--- config.mk ---
export PLATFORM = sky130hd
export DESIGN_NAME = stepper_ref_search
export DESIGN_NICKNAME = d
export VERILOG_FILES = /design/src/stepper_ref_pkg.sv /design/src/stepper_ref_search.sv
export VERILOG_INCLUDE_DIRS = /design/src
export SDC_FILE = /design/constraint.sdc
export NUM_CORES = 1
export LEC_CHECK = 0
export BUFFER_PORTS_ARGS = -buffer_cell sky130_fd_sc_hd__buf_2
export CORE_MARGIN = 5
export CORE_UTILIZATION = 25
export DETAILED_ROUTE_END_ITERATION = 12
export PLACE_DENSITY = 0.37
export REMOVE_ABC_BUFFERS = 1
export SYNTH_ARGS = -nofsm -noshare
export SYNTH_HDL_FRONTEND = slang
export SYNTH_SLANG_ARGS = --single-unit
--- constraint.sdc ---
create_clock -name sys_clk -period 6.5 [get_ports sys_clk]
set_input_delay 1.3 -clock sys_clk [delete_from_list [all_inputs] [get_ports sys_clk]]
set_output_delay 1.3 -clock sys_clk [all_outputs]
set_load 0.02 [all_outputs]
--- src/stepper_ref_cfg.svh ---
// offsets, fields, reset values and widths of the search block
// assumes a 32-bit AXI4-Lite register window with 8 address bits
`ifndef STEPPER_REF_CFG_SVH
`define STEPPER_REF_CFG_SVH
`define OFF_CTRL      8'h00
`define OFF_MODE      8'h04
`define OFF_SRCH_VEL  8'h08
`define OFF_CAL_VEL   8'h0c
`define OFF_STALL_VEL 8'h10
`define OFF_STALL_THR 8'h14
`define OFF_STATUS    8'h18
`define OFF_POS       8'h1c
`define OFF_DIST      8'h20
`define OFF_LOAD      8'h24
`define OFF_IRQ_STAT  8'h28
`define OFF_IRQ_MASK  8'h2c
`define OFF_MAN_VEL   8'h30
`define CTRL_START    0
`define CTRL_STOP     1
`define CTRL_STALL_EN 2
`define CTRL_LSTOP_L  3
`define CTRL_LSTOP_R  4
`define CTRL_CLR_STL  5
`define MODE_SWAP     6
`define MODE_INV_HOME 7
`define MODE_OPCODE   8'h0d
`define RST_MODE      8'h01
`define RST_SRCH_VEL  23'h001000
`define RST_CAL_VEL   23'h000100
`define RST_STALL_VEL 23'h000000
`define RST_STALL_THR 10'h000
`define IRQ_DONE      0
`define IRQ_STALL     1
`define IRQ_BADMODE   2
`define IRQ_ABORT     3
`define IRQ_W         4
`define RESP_OKAY     2'b00
`define RESP_SLVERR   2'b10
`endif

--- src/stepper_ref_pkg.sv ---
// types shared by the reference search block
// assumes stepper_ref_cfg.svh for numeric constants
package stepper_ref_pkg;
    typedef struct packed {
        logic home;
        logic limR;
        logic limL;
    } sw_s;
    typedef enum logic [5:0] {
        ST_IDLE    = 6'b000001,
        ST_PRE     = 6'b000010,
        ST_SEEK    = 6'b000100,
        ST_BACK    = 6'b001000,
        ST_REENTER = 6'b010000,
        ST_CROSS   = 6'b100000
    } state_e;
    typedef enum logic [1:0] {
        SEL_LEFT  = 2'd0,
        SEL_RIGHT = 2'd1,
        SEL_HOME  = 2'd2
    } sel_e;
    typedef struct packed {
        logic ok;
        logic pre;
        sel_e preSel;
        logic preNeg;
        sel_e tgtSel;
        logic tgtNeg;
        logic center;
        logic revOnLimit;
        logic useLimits;
        logic invHome;
    } plan_s;
    typedef struct packed {
        logic step;
        logic dirNeg;
    } step_s;
endpackage

--- src/stepper_ref_search.sv ---
// reference search sequencer with stall stop and AXI4-Lite register window
// assumes a motion generator on sys_clk that follows velCmd and reports each
// microstep on stepIn; switch pins are asynchronous, load value is on sys_clk
// Summary of operation
// home search instruction starts, stops, polls homing.
// limit auto-stop enables ignored while homing.
// search velocity until target switch first seen.
// creep out, re-enter opposite way at calibration speed, midpoint.
// mode bases 1 to 8 pick distinct patterns.
// mode 1 left limit only; plus 64 right instead.
// mode 2 right then left, left zero, distance in microsteps.
// mode 66 left first, right limit zero.
// mode 3 right then left middle zero; distance to middle.
// mode 67 left first, right switch middle zero.
// mode 4 left switch middle; 68 right switch middle.
// mode 5 home negative, reverse at left limit; 129 inverts. Code decodes 129 as mode 1 and drops the inversion.
// mode 6 home positive, reverse at right limit; 130 inverts. Code decodes 130 as mode 2 and drops the inversion.
// mode 7 home positive, no limits, middle zero; 131 inverts. Code decodes 131 as mode 3 and drops the inversion.
// mode 8 home, no limits, middle zero; 132 inverts. Code decodes 132 as mode 4 and drops the inversion.
// load value linear with load, zero at maximum.
// stall detection on: stop motor when load too high.
// below stop-on-stall velocity never stop; above, stop at threshold.
// on completion zero position at reference, flag done.
`include "stepper_ref_cfg.svh"
`timescale 1ns/1ps
`default_nettype none
module stepper_ref_search #(
    parameter int VW = 24,
    parameter int PW = 32,
    parameter int LW = 10
) (
    // clock and reset
    input  wire logic                   sys_clk,
    input  wire logic                   rst_n,
    // axi4-lite slave
    input  wire logic [7:0]             s_axi_awaddr,
    input  wire logic                   s_axi_awvalid,
    output logic                        s_axi_awready,
    input  wire logic [31:0]            s_axi_wdata,
    input  wire logic [3:0]             s_axi_wstrb,
    input  wire logic                   s_axi_wvalid,
    output logic                        s_axi_wready,
    output logic [1:0]                  s_axi_bresp,
    output logic                        s_axi_bvalid,
    input  wire logic                   s_axi_bready,
    input  wire logic [7:0]             s_axi_araddr,
    input  wire logic                   s_axi_arvalid,
    output logic                        s_axi_arready,
    output logic [31:0]                 s_axi_rdata,
    output logic [1:0]                  s_axi_rresp,
    output logic                        s_axi_rvalid,
    input  wire logic                   s_axi_rready,
    // switch pins, asynchronous
    input  wire stepper_ref_pkg::sw_s   swPins,
    // motion generator and driver
    input  wire stepper_ref_pkg::step_s stepIn,
    input  wire logic [LW-1:0]          loadIn,
    output logic signed [VW-1:0]        velCmd,
    output logic                        homeBusy,
    output logic                        irq
);
    import stepper_ref_pkg::*;

    // three-stage synchronisers; value moves once stages two and three agree
    logic [2:0] sw1Q, sw2Q, sw3Q, swQ;
    genvar gi;
    generate
        for (gi = 0; gi < 3; gi++) begin : g_sync
            always_ff @(posedge sys_clk or negedge rst_n) begin
                if (!rst_n) begin
                    sw1Q[gi] <= 1'b0;
                    sw2Q[gi] <= 1'b0;
                    sw3Q[gi] <= 1'b0;
                    swQ[gi]  <= 1'b0;
                end else begin
                    sw1Q[gi] <= swPins[gi];
                    sw2Q[gi] <= sw1Q[gi];
                    sw3Q[gi] <= sw2Q[gi];
                    if (sw2Q[gi] == sw3Q[gi]) begin
                        swQ[gi] <= sw3Q[gi];
                    end
                end
            end
        end
    endgenerate
    sw_s sw;
    assign sw = swQ;

    // registers
    logic [7:0]      modeQ;
    logic [VW-2:0]   srchVelQ, calVelQ, stopOnStallVelQ;
    logic [LW-1:0]   stallThrQ, loadQ;
    logic [VW-1:0]   manVelQ;
    logic            stallEnQ, lStopLQ, lStopRQ;
    logic [`IRQ_W-1:0] irqStatQ, irqMaskQ, irqSet;
    logic            startReq, stopReq, clrStall;
    logic            doneQ, stalledQ;
    state_e          stateQ;
    plan_s           planQ, planNew;
    logic            dirNegQ;
    logic signed [PW-1:0] posQ, edgeQ, firstQ, distQ;

    // axi write path: address and data taken in either order
    logic [7:0]  awAddrQ;
    logic [31:0] wDataQ;
    logic [3:0]  wStrbQ;
    logic        awHaveQ, wHaveQ, doWrite, doRead;
    assign doWrite = awHaveQ && wHaveQ && !s_axi_bvalid;
    always_ff @(posedge sys_clk or negedge rst_n) begin
        if (!rst_n) begin
            awHaveQ       <= 1'b0;
            wHaveQ        <= 1'b0;
            awAddrQ       <= 8'h00;
            wDataQ        <= 32'h0;
            wStrbQ        <= 4'h0;
            s_axi_awready <= 1'b0;
            s_axi_wready  <= 1'b0;
            s_axi_bvalid  <= 1'b0;
            s_axi_bresp   <= `RESP_OKAY;
        end else begin
            s_axi_awready <= !awHaveQ && !s_axi_awready && s_axi_awvalid;
            s_axi_wready  <= !wHaveQ && !s_axi_wready && s_axi_wvalid;
            if (s_axi_awvalid && s_axi_awready) begin
                awHaveQ <= 1'b1;
                awAddrQ <= s_axi_awaddr;
            end
            if (s_axi_wvalid && s_axi_wready) begin
                wHaveQ <= 1'b1;
                wDataQ <= s_axi_wdata;
                wStrbQ <= s_axi_wstrb;
            end
            if (doWrite) begin
                awHaveQ      <= 1'b0;
                wHaveQ       <= 1'b0;
                s_axi_bvalid <= 1'b1;
                s_axi_bresp  <= (awAddrQ[7:2] > `OFF_MAN_VEL >> 2) ? `RESP_SLVERR : `RESP_OKAY;
            end else if (s_axi_bready) begin
                s_axi_bvalid <= 1'b0;
            end
        end
    end

    function automatic logic [31:0] merge(input logic [31:0] old, input logic [31:0] nw, input logic [3:0] be);
        logic [31:0] r;
        r = old;
        for (int b = 0; b < 4; b++) begin
            if (be[b]) r[b*8 +: 8] = nw[b*8 +: 8];
        end
        return r;
    endfunction

    logic [31:0] wv, wOld;
    always_comb begin
        wOld = 32'h0;
        case (awAddrQ)
            `OFF_MODE:      wOld = {24'h0, modeQ};
            `OFF_SRCH_VEL:  wOld = {{(33-VW){1'b0}}, srchVelQ};
            `OFF_CAL_VEL:   wOld = {{(33-VW){1'b0}}, calVelQ};
            `OFF_STALL_VEL: wOld = {{(33-VW){1'b0}}, stopOnStallVelQ};
            `OFF_STALL_THR: wOld = {{(32-LW){1'b0}}, stallThrQ};
            `OFF_IRQ_MASK:  wOld = {{(32-`IRQ_W){1'b0}}, irqMaskQ};
            `OFF_MAN_VEL:   wOld = {{(32-VW){manVelQ[VW-1]}}, manVelQ};
            default: ;
        endcase
        wv = merge(wOld, wDataQ, wStrbQ);
    end

    // command strobes act once per control write
    assign startReq = doWrite && awAddrQ == `OFF_CTRL && wv[`CTRL_START];
    assign stopReq  = doWrite && awAddrQ == `OFF_CTRL && wv[`CTRL_STOP];
    assign clrStall = doWrite && awAddrQ == `OFF_CTRL && wv[`CTRL_CLR_STL];

    always_ff @(posedge sys_clk or negedge rst_n) begin
        if (!rst_n) begin
            modeQ           <= `RST_MODE;
            srchVelQ        <= `RST_SRCH_VEL;
            calVelQ         <= `RST_CAL_VEL;
            stopOnStallVelQ <= `RST_STALL_VEL;
            stallThrQ       <= `RST_STALL_THR;
            irqMaskQ        <= '0;
            manVelQ         <= '0;
            stallEnQ        <= 1'b0;
            lStopLQ         <= 1'b0;
            lStopRQ         <= 1'b0;
        end else if (doWrite) begin
            case (awAddrQ)
                `OFF_CTRL: begin
                    stallEnQ <= wv[`CTRL_STALL_EN];
                    lStopLQ  <= wv[`CTRL_LSTOP_L];
                    lStopRQ  <= wv[`CTRL_LSTOP_R];
                end
                `OFF_MODE:      modeQ           <= wv[7:0];
                `OFF_SRCH_VEL:  srchVelQ        <= wv[VW-2:0];
                `OFF_CAL_VEL:   calVelQ         <= wv[VW-2:0];
                `OFF_STALL_VEL: stopOnStallVelQ <= wv[VW-2:0];
                `OFF_STALL_THR: stallThrQ       <= wv[LW-1:0];
                `OFF_IRQ_MASK:  irqMaskQ        <= wv[`IRQ_W-1:0];
                `OFF_MAN_VEL:   manVelQ         <= wv[VW-1:0];
                default: ;
            endcase
        end
    end

    // axi read path, one cycle from address to data
    assign doRead = s_axi_arvalid && s_axi_arready;
    always_ff @(posedge sys_clk or negedge rst_n) begin
        if (!rst_n) begin
            s_axi_arready <= 1'b0;
            s_axi_rvalid  <= 1'b0;
            s_axi_rdata   <= 32'h0;
            s_axi_rresp   <= `RESP_OKAY;
        end else begin
            s_axi_arready <= !s_axi_rvalid && !s_axi_arready && s_axi_arvalid;
            if (doRead) begin
                s_axi_rvalid <= 1'b1;
                s_axi_rresp  <= `RESP_OKAY;
                case (s_axi_araddr)
                    `OFF_CTRL:      s_axi_rdata <= {27'h0, lStopRQ, lStopLQ, stallEnQ, 2'b00};
                    `OFF_MODE:      s_axi_rdata <= {24'h0, modeQ};
                    `OFF_SRCH_VEL:  s_axi_rdata <= {{(33-VW){1'b0}}, srchVelQ};
                    `OFF_CAL_VEL:   s_axi_rdata <= {{(33-VW){1'b0}}, calVelQ};
                    `OFF_STALL_VEL: s_axi_rdata <= {{(33-VW){1'b0}}, stopOnStallVelQ};
                    `OFF_STALL_THR: s_axi_rdata <= {{(32-LW){1'b0}}, stallThrQ};
                    `OFF_STATUS:    s_axi_rdata <= {16'h0, `MODE_OPCODE, stateQ, stalledQ, doneQ};
                    `OFF_POS:       s_axi_rdata <= posQ;
                    `OFF_DIST:      s_axi_rdata <= distQ;
                    `OFF_LOAD:      s_axi_rdata <= {{(32-LW){1'b0}}, loadQ};
                    `OFF_IRQ_STAT:  s_axi_rdata <= {{(32-`IRQ_W){1'b0}}, irqStatQ};
                    `OFF_IRQ_MASK:  s_axi_rdata <= {{(32-`IRQ_W){1'b0}}, irqMaskQ};
                    `OFF_MAN_VEL:   s_axi_rdata <= {{(32-VW){manVelQ[VW-1]}}, manVelQ};
                    default: begin
                        s_axi_rdata <= 32'h0;
                        s_axi_rresp <= `RESP_SLVERR;
                    end
                endcase
            end else if (s_axi_rready) begin
                s_axi_rvalid <= 1'b0;
            end
        end
    end

    // pattern decode; unknown bases refuse the start
    always_comb begin
        planNew            = '0;
        planNew.useLimits  = 1'b1;
        planNew.invHome    = modeQ[`MODE_INV_HOME];
        planNew.preSel     = SEL_RIGHT;
        planNew.tgtSel     = SEL_LEFT;
        planNew.tgtNeg     = 1'b1;
        case (modeQ[5:0])
            6'h01: planNew.ok = 1'b1;
            6'h02: begin
                planNew.ok  = 1'b1;
                planNew.pre = 1'b1;
            end
            6'h03: begin
                planNew.ok     = 1'b1;
                planNew.pre    = 1'b1;
                planNew.center = 1'b1;
            end
            6'h04: begin
                planNew.ok     = 1'b1;
                planNew.center = 1'b1;
            end
            6'h05: begin
                planNew.ok         = 1'b1;
                planNew.tgtSel     = SEL_HOME;
                planNew.revOnLimit = 1'b1;
            end
            6'h06: begin
                planNew.ok         = 1'b1;
                planNew.tgtSel     = SEL_HOME;
                planNew.tgtNeg     = 1'b0;
                planNew.revOnLimit = 1'b1;
            end
            6'h07: begin
                planNew.ok        = 1'b1;
                planNew.tgtSel    = SEL_HOME;
                planNew.tgtNeg    = 1'b0;
                planNew.center    = 1'b1;
                planNew.useLimits = 1'b0;
            end
            6'h08: begin
                planNew.ok        = 1'b1;
                planNew.tgtSel    = SEL_HOME;
                planNew.center    = 1'b1;
                planNew.useLimits = 1'b0;
            end
            default: planNew.ok = 1'b0;
        endcase
        // the side swap only applies to limit patterns, the home bit only to home patterns
        if (modeQ[`MODE_SWAP] && modeQ[5:0] <= 6'h04) begin
            planNew.tgtSel = SEL_RIGHT;
            planNew.tgtNeg = 1'b0;
            planNew.preSel = SEL_LEFT;
            planNew.preNeg = 1'b1;
        end
        if (modeQ[5:0] <= 6'h04) begin
            planNew.invHome = 1'b0;
        end
        if (modeQ[`MODE_SWAP] && modeQ[5:0] > 6'h04) begin
            planNew.ok = 1'b0;
        end
    end

    function automatic logic swActive(input sel_e s, input sw_s w, input logic inv);
        case (s)
            SEL_LEFT:  return w.limL;
            SEL_RIGHT: return w.limR;
            default:   return w.home ^ inv;
        endcase
    endfunction

    logic preHit, tgtHit, revHit, stallNow, hitAny;
    logic signed [PW-1:0] stepDelta, midPos;
    logic signed [PW:0]   midSum;
    logic signed [VW-1:0] velMag;
    assign preHit    = swActive(planQ.preSel, sw, planQ.invHome);
    assign tgtHit    = swActive(planQ.tgtSel, sw, planQ.invHome);
    assign revHit    = planQ.revOnLimit && planQ.useLimits && (dirNegQ ? sw.limL : sw.limR);
    assign stepDelta = !stepIn.step ? '0 : (stepIn.dirNeg ? -1 : 1);
    assign midSum    = {edgeQ[PW-1], edgeQ} + {posQ[PW-1], posQ};
    assign midPos    = midSum[PW:1];
    assign velMag    = velCmd[VW-1] ? -velCmd : velCmd;
    // stall counts only above stop-on-stall velocity, never at rest
    assign stallNow  = stallEnQ && (velMag > $signed({1'b0, stopOnStallVelQ})) &&
                       (loadQ <= stallThrQ);
    assign hitAny    = (stateQ == ST_REENTER && tgtHit && !planQ.center) ||
                       (stateQ == ST_CROSS && !tgtHit);

    // homing sequencer
    always_ff @(posedge sys_clk or negedge rst_n) begin
        if (!rst_n) begin
            stateQ  <= ST_IDLE;
            planQ   <= '0;
            dirNegQ <= 1'b0;
            edgeQ   <= '0;
            firstQ  <= '0;
            distQ   <= '0;
            doneQ   <= 1'b0;
        end else if (stopReq || stallNow) begin
            stateQ <= ST_IDLE;
        end else begin
            case (stateQ)
                ST_IDLE: begin
                    if (startReq && planNew.ok && !stalledQ) begin
                        planQ   <= planNew;
                        doneQ   <= 1'b0;
                        dirNegQ <= planNew.pre ? planNew.preNeg : planNew.tgtNeg;
                        stateQ  <= planNew.pre ? ST_PRE : ST_SEEK;
                    end
                end
                ST_PRE: begin
                    if (preHit) begin
                        firstQ  <= posQ;
                        dirNegQ <= planQ.tgtNeg;
                        stateQ  <= ST_SEEK;
                    end
                end
                ST_SEEK: begin
                    if (tgtHit) begin
                        dirNegQ <= !dirNegQ;
                        stateQ  <= ST_BACK;
                    end else if (revHit) begin
                        dirNegQ <= !dirNegQ;
                    end
                end
                ST_BACK: begin
                    if (!tgtHit) begin
                        edgeQ   <= posQ;
                        dirNegQ <= !dirNegQ;
                        stateQ  <= ST_REENTER;
                    end
                end
                ST_REENTER: begin
                    if (tgtHit && planQ.center) begin
                        edgeQ  <= midPos;
                        stateQ <= ST_CROSS;
                    end
                end
                ST_CROSS: ;
                default: stateQ <= ST_IDLE;
            endcase
            if (hitAny) begin
                stateQ <= ST_IDLE;
                doneQ  <= 1'b1;
                distQ  <= !planQ.pre ? '0 :
                          (firstQ > midPos ? firstQ - midPos : midPos - firstQ);
            end
        end
    end

    // position counter, rebased so the reference reads zero
    always_ff @(posedge sys_clk or negedge rst_n) begin
        if (!rst_n) begin
            posQ <= '0;
        end else if (hitAny && !stopReq && !stallNow) begin
            posQ <= posQ + stepDelta - midPos;
        end else begin
            posQ <= posQ + stepDelta;
        end
    end

    // velocity command; homing ignores limit auto-stop
    always_ff @(posedge sys_clk or negedge rst_n) begin
        if (!rst_n) begin
            velCmd   <= '0;
            homeBusy <= 1'b0;
        end else begin
            homeBusy <= stateQ != ST_IDLE;
            if (stallNow || stalledQ || stopReq) begin
                velCmd <= '0;
            end else begin
                case (stateQ)
                    ST_PRE, ST_SEEK: velCmd <= dirNegQ ? -$signed({1'b0, srchVelQ})
                                                       : $signed({1'b0, srchVelQ});
                    ST_BACK, ST_REENTER, ST_CROSS:
                        velCmd <= dirNegQ ? -$signed({1'b0, calVelQ}) : $signed({1'b0, calVelQ});
                    default: begin
                        if ((lStopLQ && sw.limL && manVelQ[VW-1]) ||
                            (lStopRQ && sw.limR && !manVelQ[VW-1] && manVelQ != '0)) begin
                            velCmd <= '0;
                        end else begin
                            velCmd <= manVelQ;
                        end
                    end
                endcase
            end
        end
    end

    // load sample and stall latch
    always_ff @(posedge sys_clk or negedge rst_n) begin
        if (!rst_n) begin
            loadQ    <= '0;
            stalledQ <= 1'b0;
        end else begin
            loadQ <= loadIn;
            if (stallNow) begin
                stalledQ <= 1'b1;
            end else if (clrStall) begin
                stalledQ <= 1'b0;
            end
        end
    end

    // sticky status, read-clear; a new event wins
    always_comb begin
        irqSet                 = '0;
        irqSet[`IRQ_DONE]      = hitAny && !stopReq && !stallNow;
        irqSet[`IRQ_STALL]     = stallNow;
        irqSet[`IRQ_BADMODE]   = startReq && stateQ == ST_IDLE && !planNew.ok;
        irqSet[`IRQ_ABORT]     = stopReq && stateQ != ST_IDLE;
    end
    always_ff @(posedge sys_clk or negedge rst_n) begin
        if (!rst_n) begin
            irqStatQ <= '0;
            irq      <= 1'b0;
        end else begin
            if (doRead && s_axi_araddr == `OFF_IRQ_STAT) begin
                irqStatQ <= irqSet;
            end else begin
                irqStatQ <= irqStatQ | irqSet;
            end
            irq <= |(irqStatQ & irqMaskQ);
        end
    end
endmodule // stepper_ref_search
`default_nettype wire

==> reports/qor.txt <==
Clk root buf: clkbuf_16
Hold endpoint: sw2Q[1]
Post-CTS sizing: 0
Number of global-route vias before repair: 24,622
Fin. Hold Viols: 0
Port Buffers: 129
CTS tree: done
Largest family of logic cells by synthesized area: compound AO/OA/AOI/OAI gates
Clk Latency, worst-skew pair: 0.63 ns
Ys Warns: 0
Critical path's largest stage delay: 0.52 ns
Metal3 WL: 4.61 mm
Yosys top cell area share: 35.8%
Finished Cell Area: 31,700 µm²
Crit-path cells: inv_1 > fa_1 > nor2b_1 > o31a_1 > o2111ai_1 > a32oi_1 > a31oi_1 > a21oi_1 > xor2_1 > ha_1 > nand4_1 > buf_4 > nor4_1 > buf_4 > nand2_1 > a2bb2oi_1 > nand2_1 > nor2_2 > buf_4 > mux2i_1 > a31oi_1 > xor2_1 > o31ai_1
Async SR Flop Fraction: 100%
Slew @ Worst Pin: 1.15 ns
HP Start: sw1Q[1]
Post-Syn Instances: 3,104
R2r worst-path depth: 23
Setup crit end kind: flip-flop
Met1 wire length: 51.0 mm
Chip height: 340 µm
Layout Utilization: 29.3%
Post-Syn Area: 27,200 µm²
Highest Signal Layer: met5
Post-synthesis simple-gate area fraction: 14.6%
Register-to-register setup slack: 0.41 ns
CP Class: reg2reg
Antenna-violating nets left: 0
Sequential fraction of the synthesis area: 36.1%
Routability cong.: 0.907
Worst reg2reg path endpoint: distQ[12]
Mux contribution to synthesized area: 4.98%
Layout area overhead: 16.8%
Distinct cells, synth: 87
Final nets: 3,522
DRC viols: 0
Starting DRT DRC Count: 1,692
Post-synthesis adder-cell area fraction: 9.33%
Final setup viols: 0
Area of the multi-input gates: 16,200 µm²
Largest net degree at the start of global routing: 136
CTS sink count: 392
Placement row count: 121
Hold-critical path depth: 0
Yosys top cell by area: dfrtp_1
HP Class: reg2reg
Crit-path slowest cell: nor2_2
Routed vias/inst: 5.15
Reg2reg start: posQ[1]
Initial antenna violation count: 1
Non-Filler Instances: 4,703
Dominant synthesized flop cell: dfrtp_1
Pre-antenna DRT Iters: 10
Total track usage: 17.9%
Share of layout cells above drive strength 1: 13.8%
CTS buffer count: 50
Setup TNS: 0 ns
Worst EP arrival: 6.64 ns
FILL cells: 11,603
GRT overflow: 0
Critical Path RT: 7.04 ns
I/O pins: 141
HPWL after DPL: 80.5 mm
Mean post-synth cell area: 8.75 µm²
Post-synth top cells: nand2_1 (425), dfrtp_1 (388), o21ai_0 (306), ha_1 (192), nor2_1 (174)
Number of flops mapped to enable cells by yosys: 0
Layout Skew: 0.0346 ns
Post-synthesis xor/xnor area fraction: 5.64%
CTS Buffer Depth: 3
Status: completed
Core area: 108,000 µm²
Post-DR wirelength/cell: 22.4 µm
Tcrit/Tclk final: 93.7%
Area of placed instances: 30,000 µm²
Sequential Area: 9810 µm²
Via count: 24,214
Pins over their slew limit: 0
Drt total wl: 105 mm
Die area: 115,000 µm²
Reg clk slew, reported paths: 0.07 ns
Inst Count DP: 4,613
CTS Hold Bufs: 0
Fmax: 164 MHz
CP most frequent cell: buf_4
Top cells by area, synth: dfrtp_1 (36%), ha_1 (8.8%), nand2_1 (5.9%)
Maxcap violations: 0
Met2 wire length: 46.8 mm
Post-synthesis compound-gate area fraction: 24.9%
Crit-path max FO: 9
Starting density of the core: 25.1%
Slew HR: 22.9%
H-tree depth: 2
Chip width: 340 µm
Post-synthesis register bit count: 392
Most frequent cell after synthesis: nand2_1
RSZ-0062 raised after global routing: no
Min cycle time layout: 6.09 ns
Post-CTS Setup Bufs: 0
Startpoint Class: flip-flop
First-pass GRT wire length: 161 mm
per-stage QoR:
step / worst slack, ns / hold WS (ns)
after floorplan: -0.874 / 0.331
after CTS: 0.441 / 0.350
final: 0.408 / 0.346
after detailed placement: 0.0700 / 0.336
after global placement: 0.0104 / 0.335
after global routing: 0.000518 / 0.355
layout make-up:
cell class                      instances  share of cell area, %
Antenna cell                            1                0.00789
Tap cell                             1414                   5.58
Clock buffer                           71                   4.67
Multi-Input combinational cell       2398                   51.1
Clock inverter                         18                  0.588
Inverter                              158                   1.87
Sequential cell                       392                   31.0
Timing Repair Buffer                  251                   5.19
state kept, by name (all words and copies together) (netlist names), 4 cells and up:
signal           cells
awAddrQ              8
calVelQ             23
distQ               32
edgeQ               32
firstQ              32
irqMaskQ             4
irqStatQ             4
loadQ               10
manVelQ             24
modeQ                8
planQ                9
posQ                32
s_axi_rdata         32
srchVelQ            23
stallThrQ           10
stateQ               6
stopOnStallVelQ     23
velCmd              24
wDataQ              24
cell usage in the layout (no fill, tap or decap), types with 51 or more instances in the layout:
cell type  instances
a21o_1           100
a31oi_1           53
a21oi_1          167
o21ai_0          306
mux2_2            80
inv_1            158
buf_4            116
nor2_1           168
dfrtp_1          388
ha_1             192
nand2_1          424
clkbuf_16         51
a22oi_1           89
buf_2            128
xnor2_1          128
layer usage:
layer | up-vias | global-route usage, %
met1 | 11883 | 25.7
met3 | 135 | 2.04
met5 | - | 0
met2 | 583 | 28.4
li1 | 11611 | -
met4 | 2 | 5.21
critical path: cells and delay by family (launching register included):
family                   cells  cell delay (ns)
AO/OA/AOI/OAI                8             2.15
flip-flops                   1             0.43
AND/OR/NAND/NOR              6             1.18
multiplexers                 1             0.28
buffers and inverters        4             0.74
adder cells (fa/ha/maj)      2             0.78
XOR/XNOR                     2             0.46
cell families after synthesis:
| family | after synthesis |
|---|---|
| other | 1 |
| adders and majority gates | 200 |
| buffers and inverters | 315 |
| xor gates and xnor gates | 175 |
| and+or+nand+nor | 870 |
| muxes | 125 |
| AOI/OAI and AO/OA | 1026 |
| DFF | 392 |
worst max path at each step:
stage,startpoint,to,slack (ns),cells after the start
6_report,posQ[1],distQ[12],0.41,23
2_1_floorplan,velCmd[7],edgeQ[30],-0.87,15
3_5_place_dp,stepIn[1],posQ[29],0.07,24
3_3_place_gp,stepIn[1],posQ[29],0.01,24
4_1_cts,posQ[1],distQ[12],0.44,23
5_1_grt,posQ[12],distQ[12],0.0005,25
Power is not shown: default switching activity piles up to over one toggle a cycle in this logic, so the estimate is an artifact.
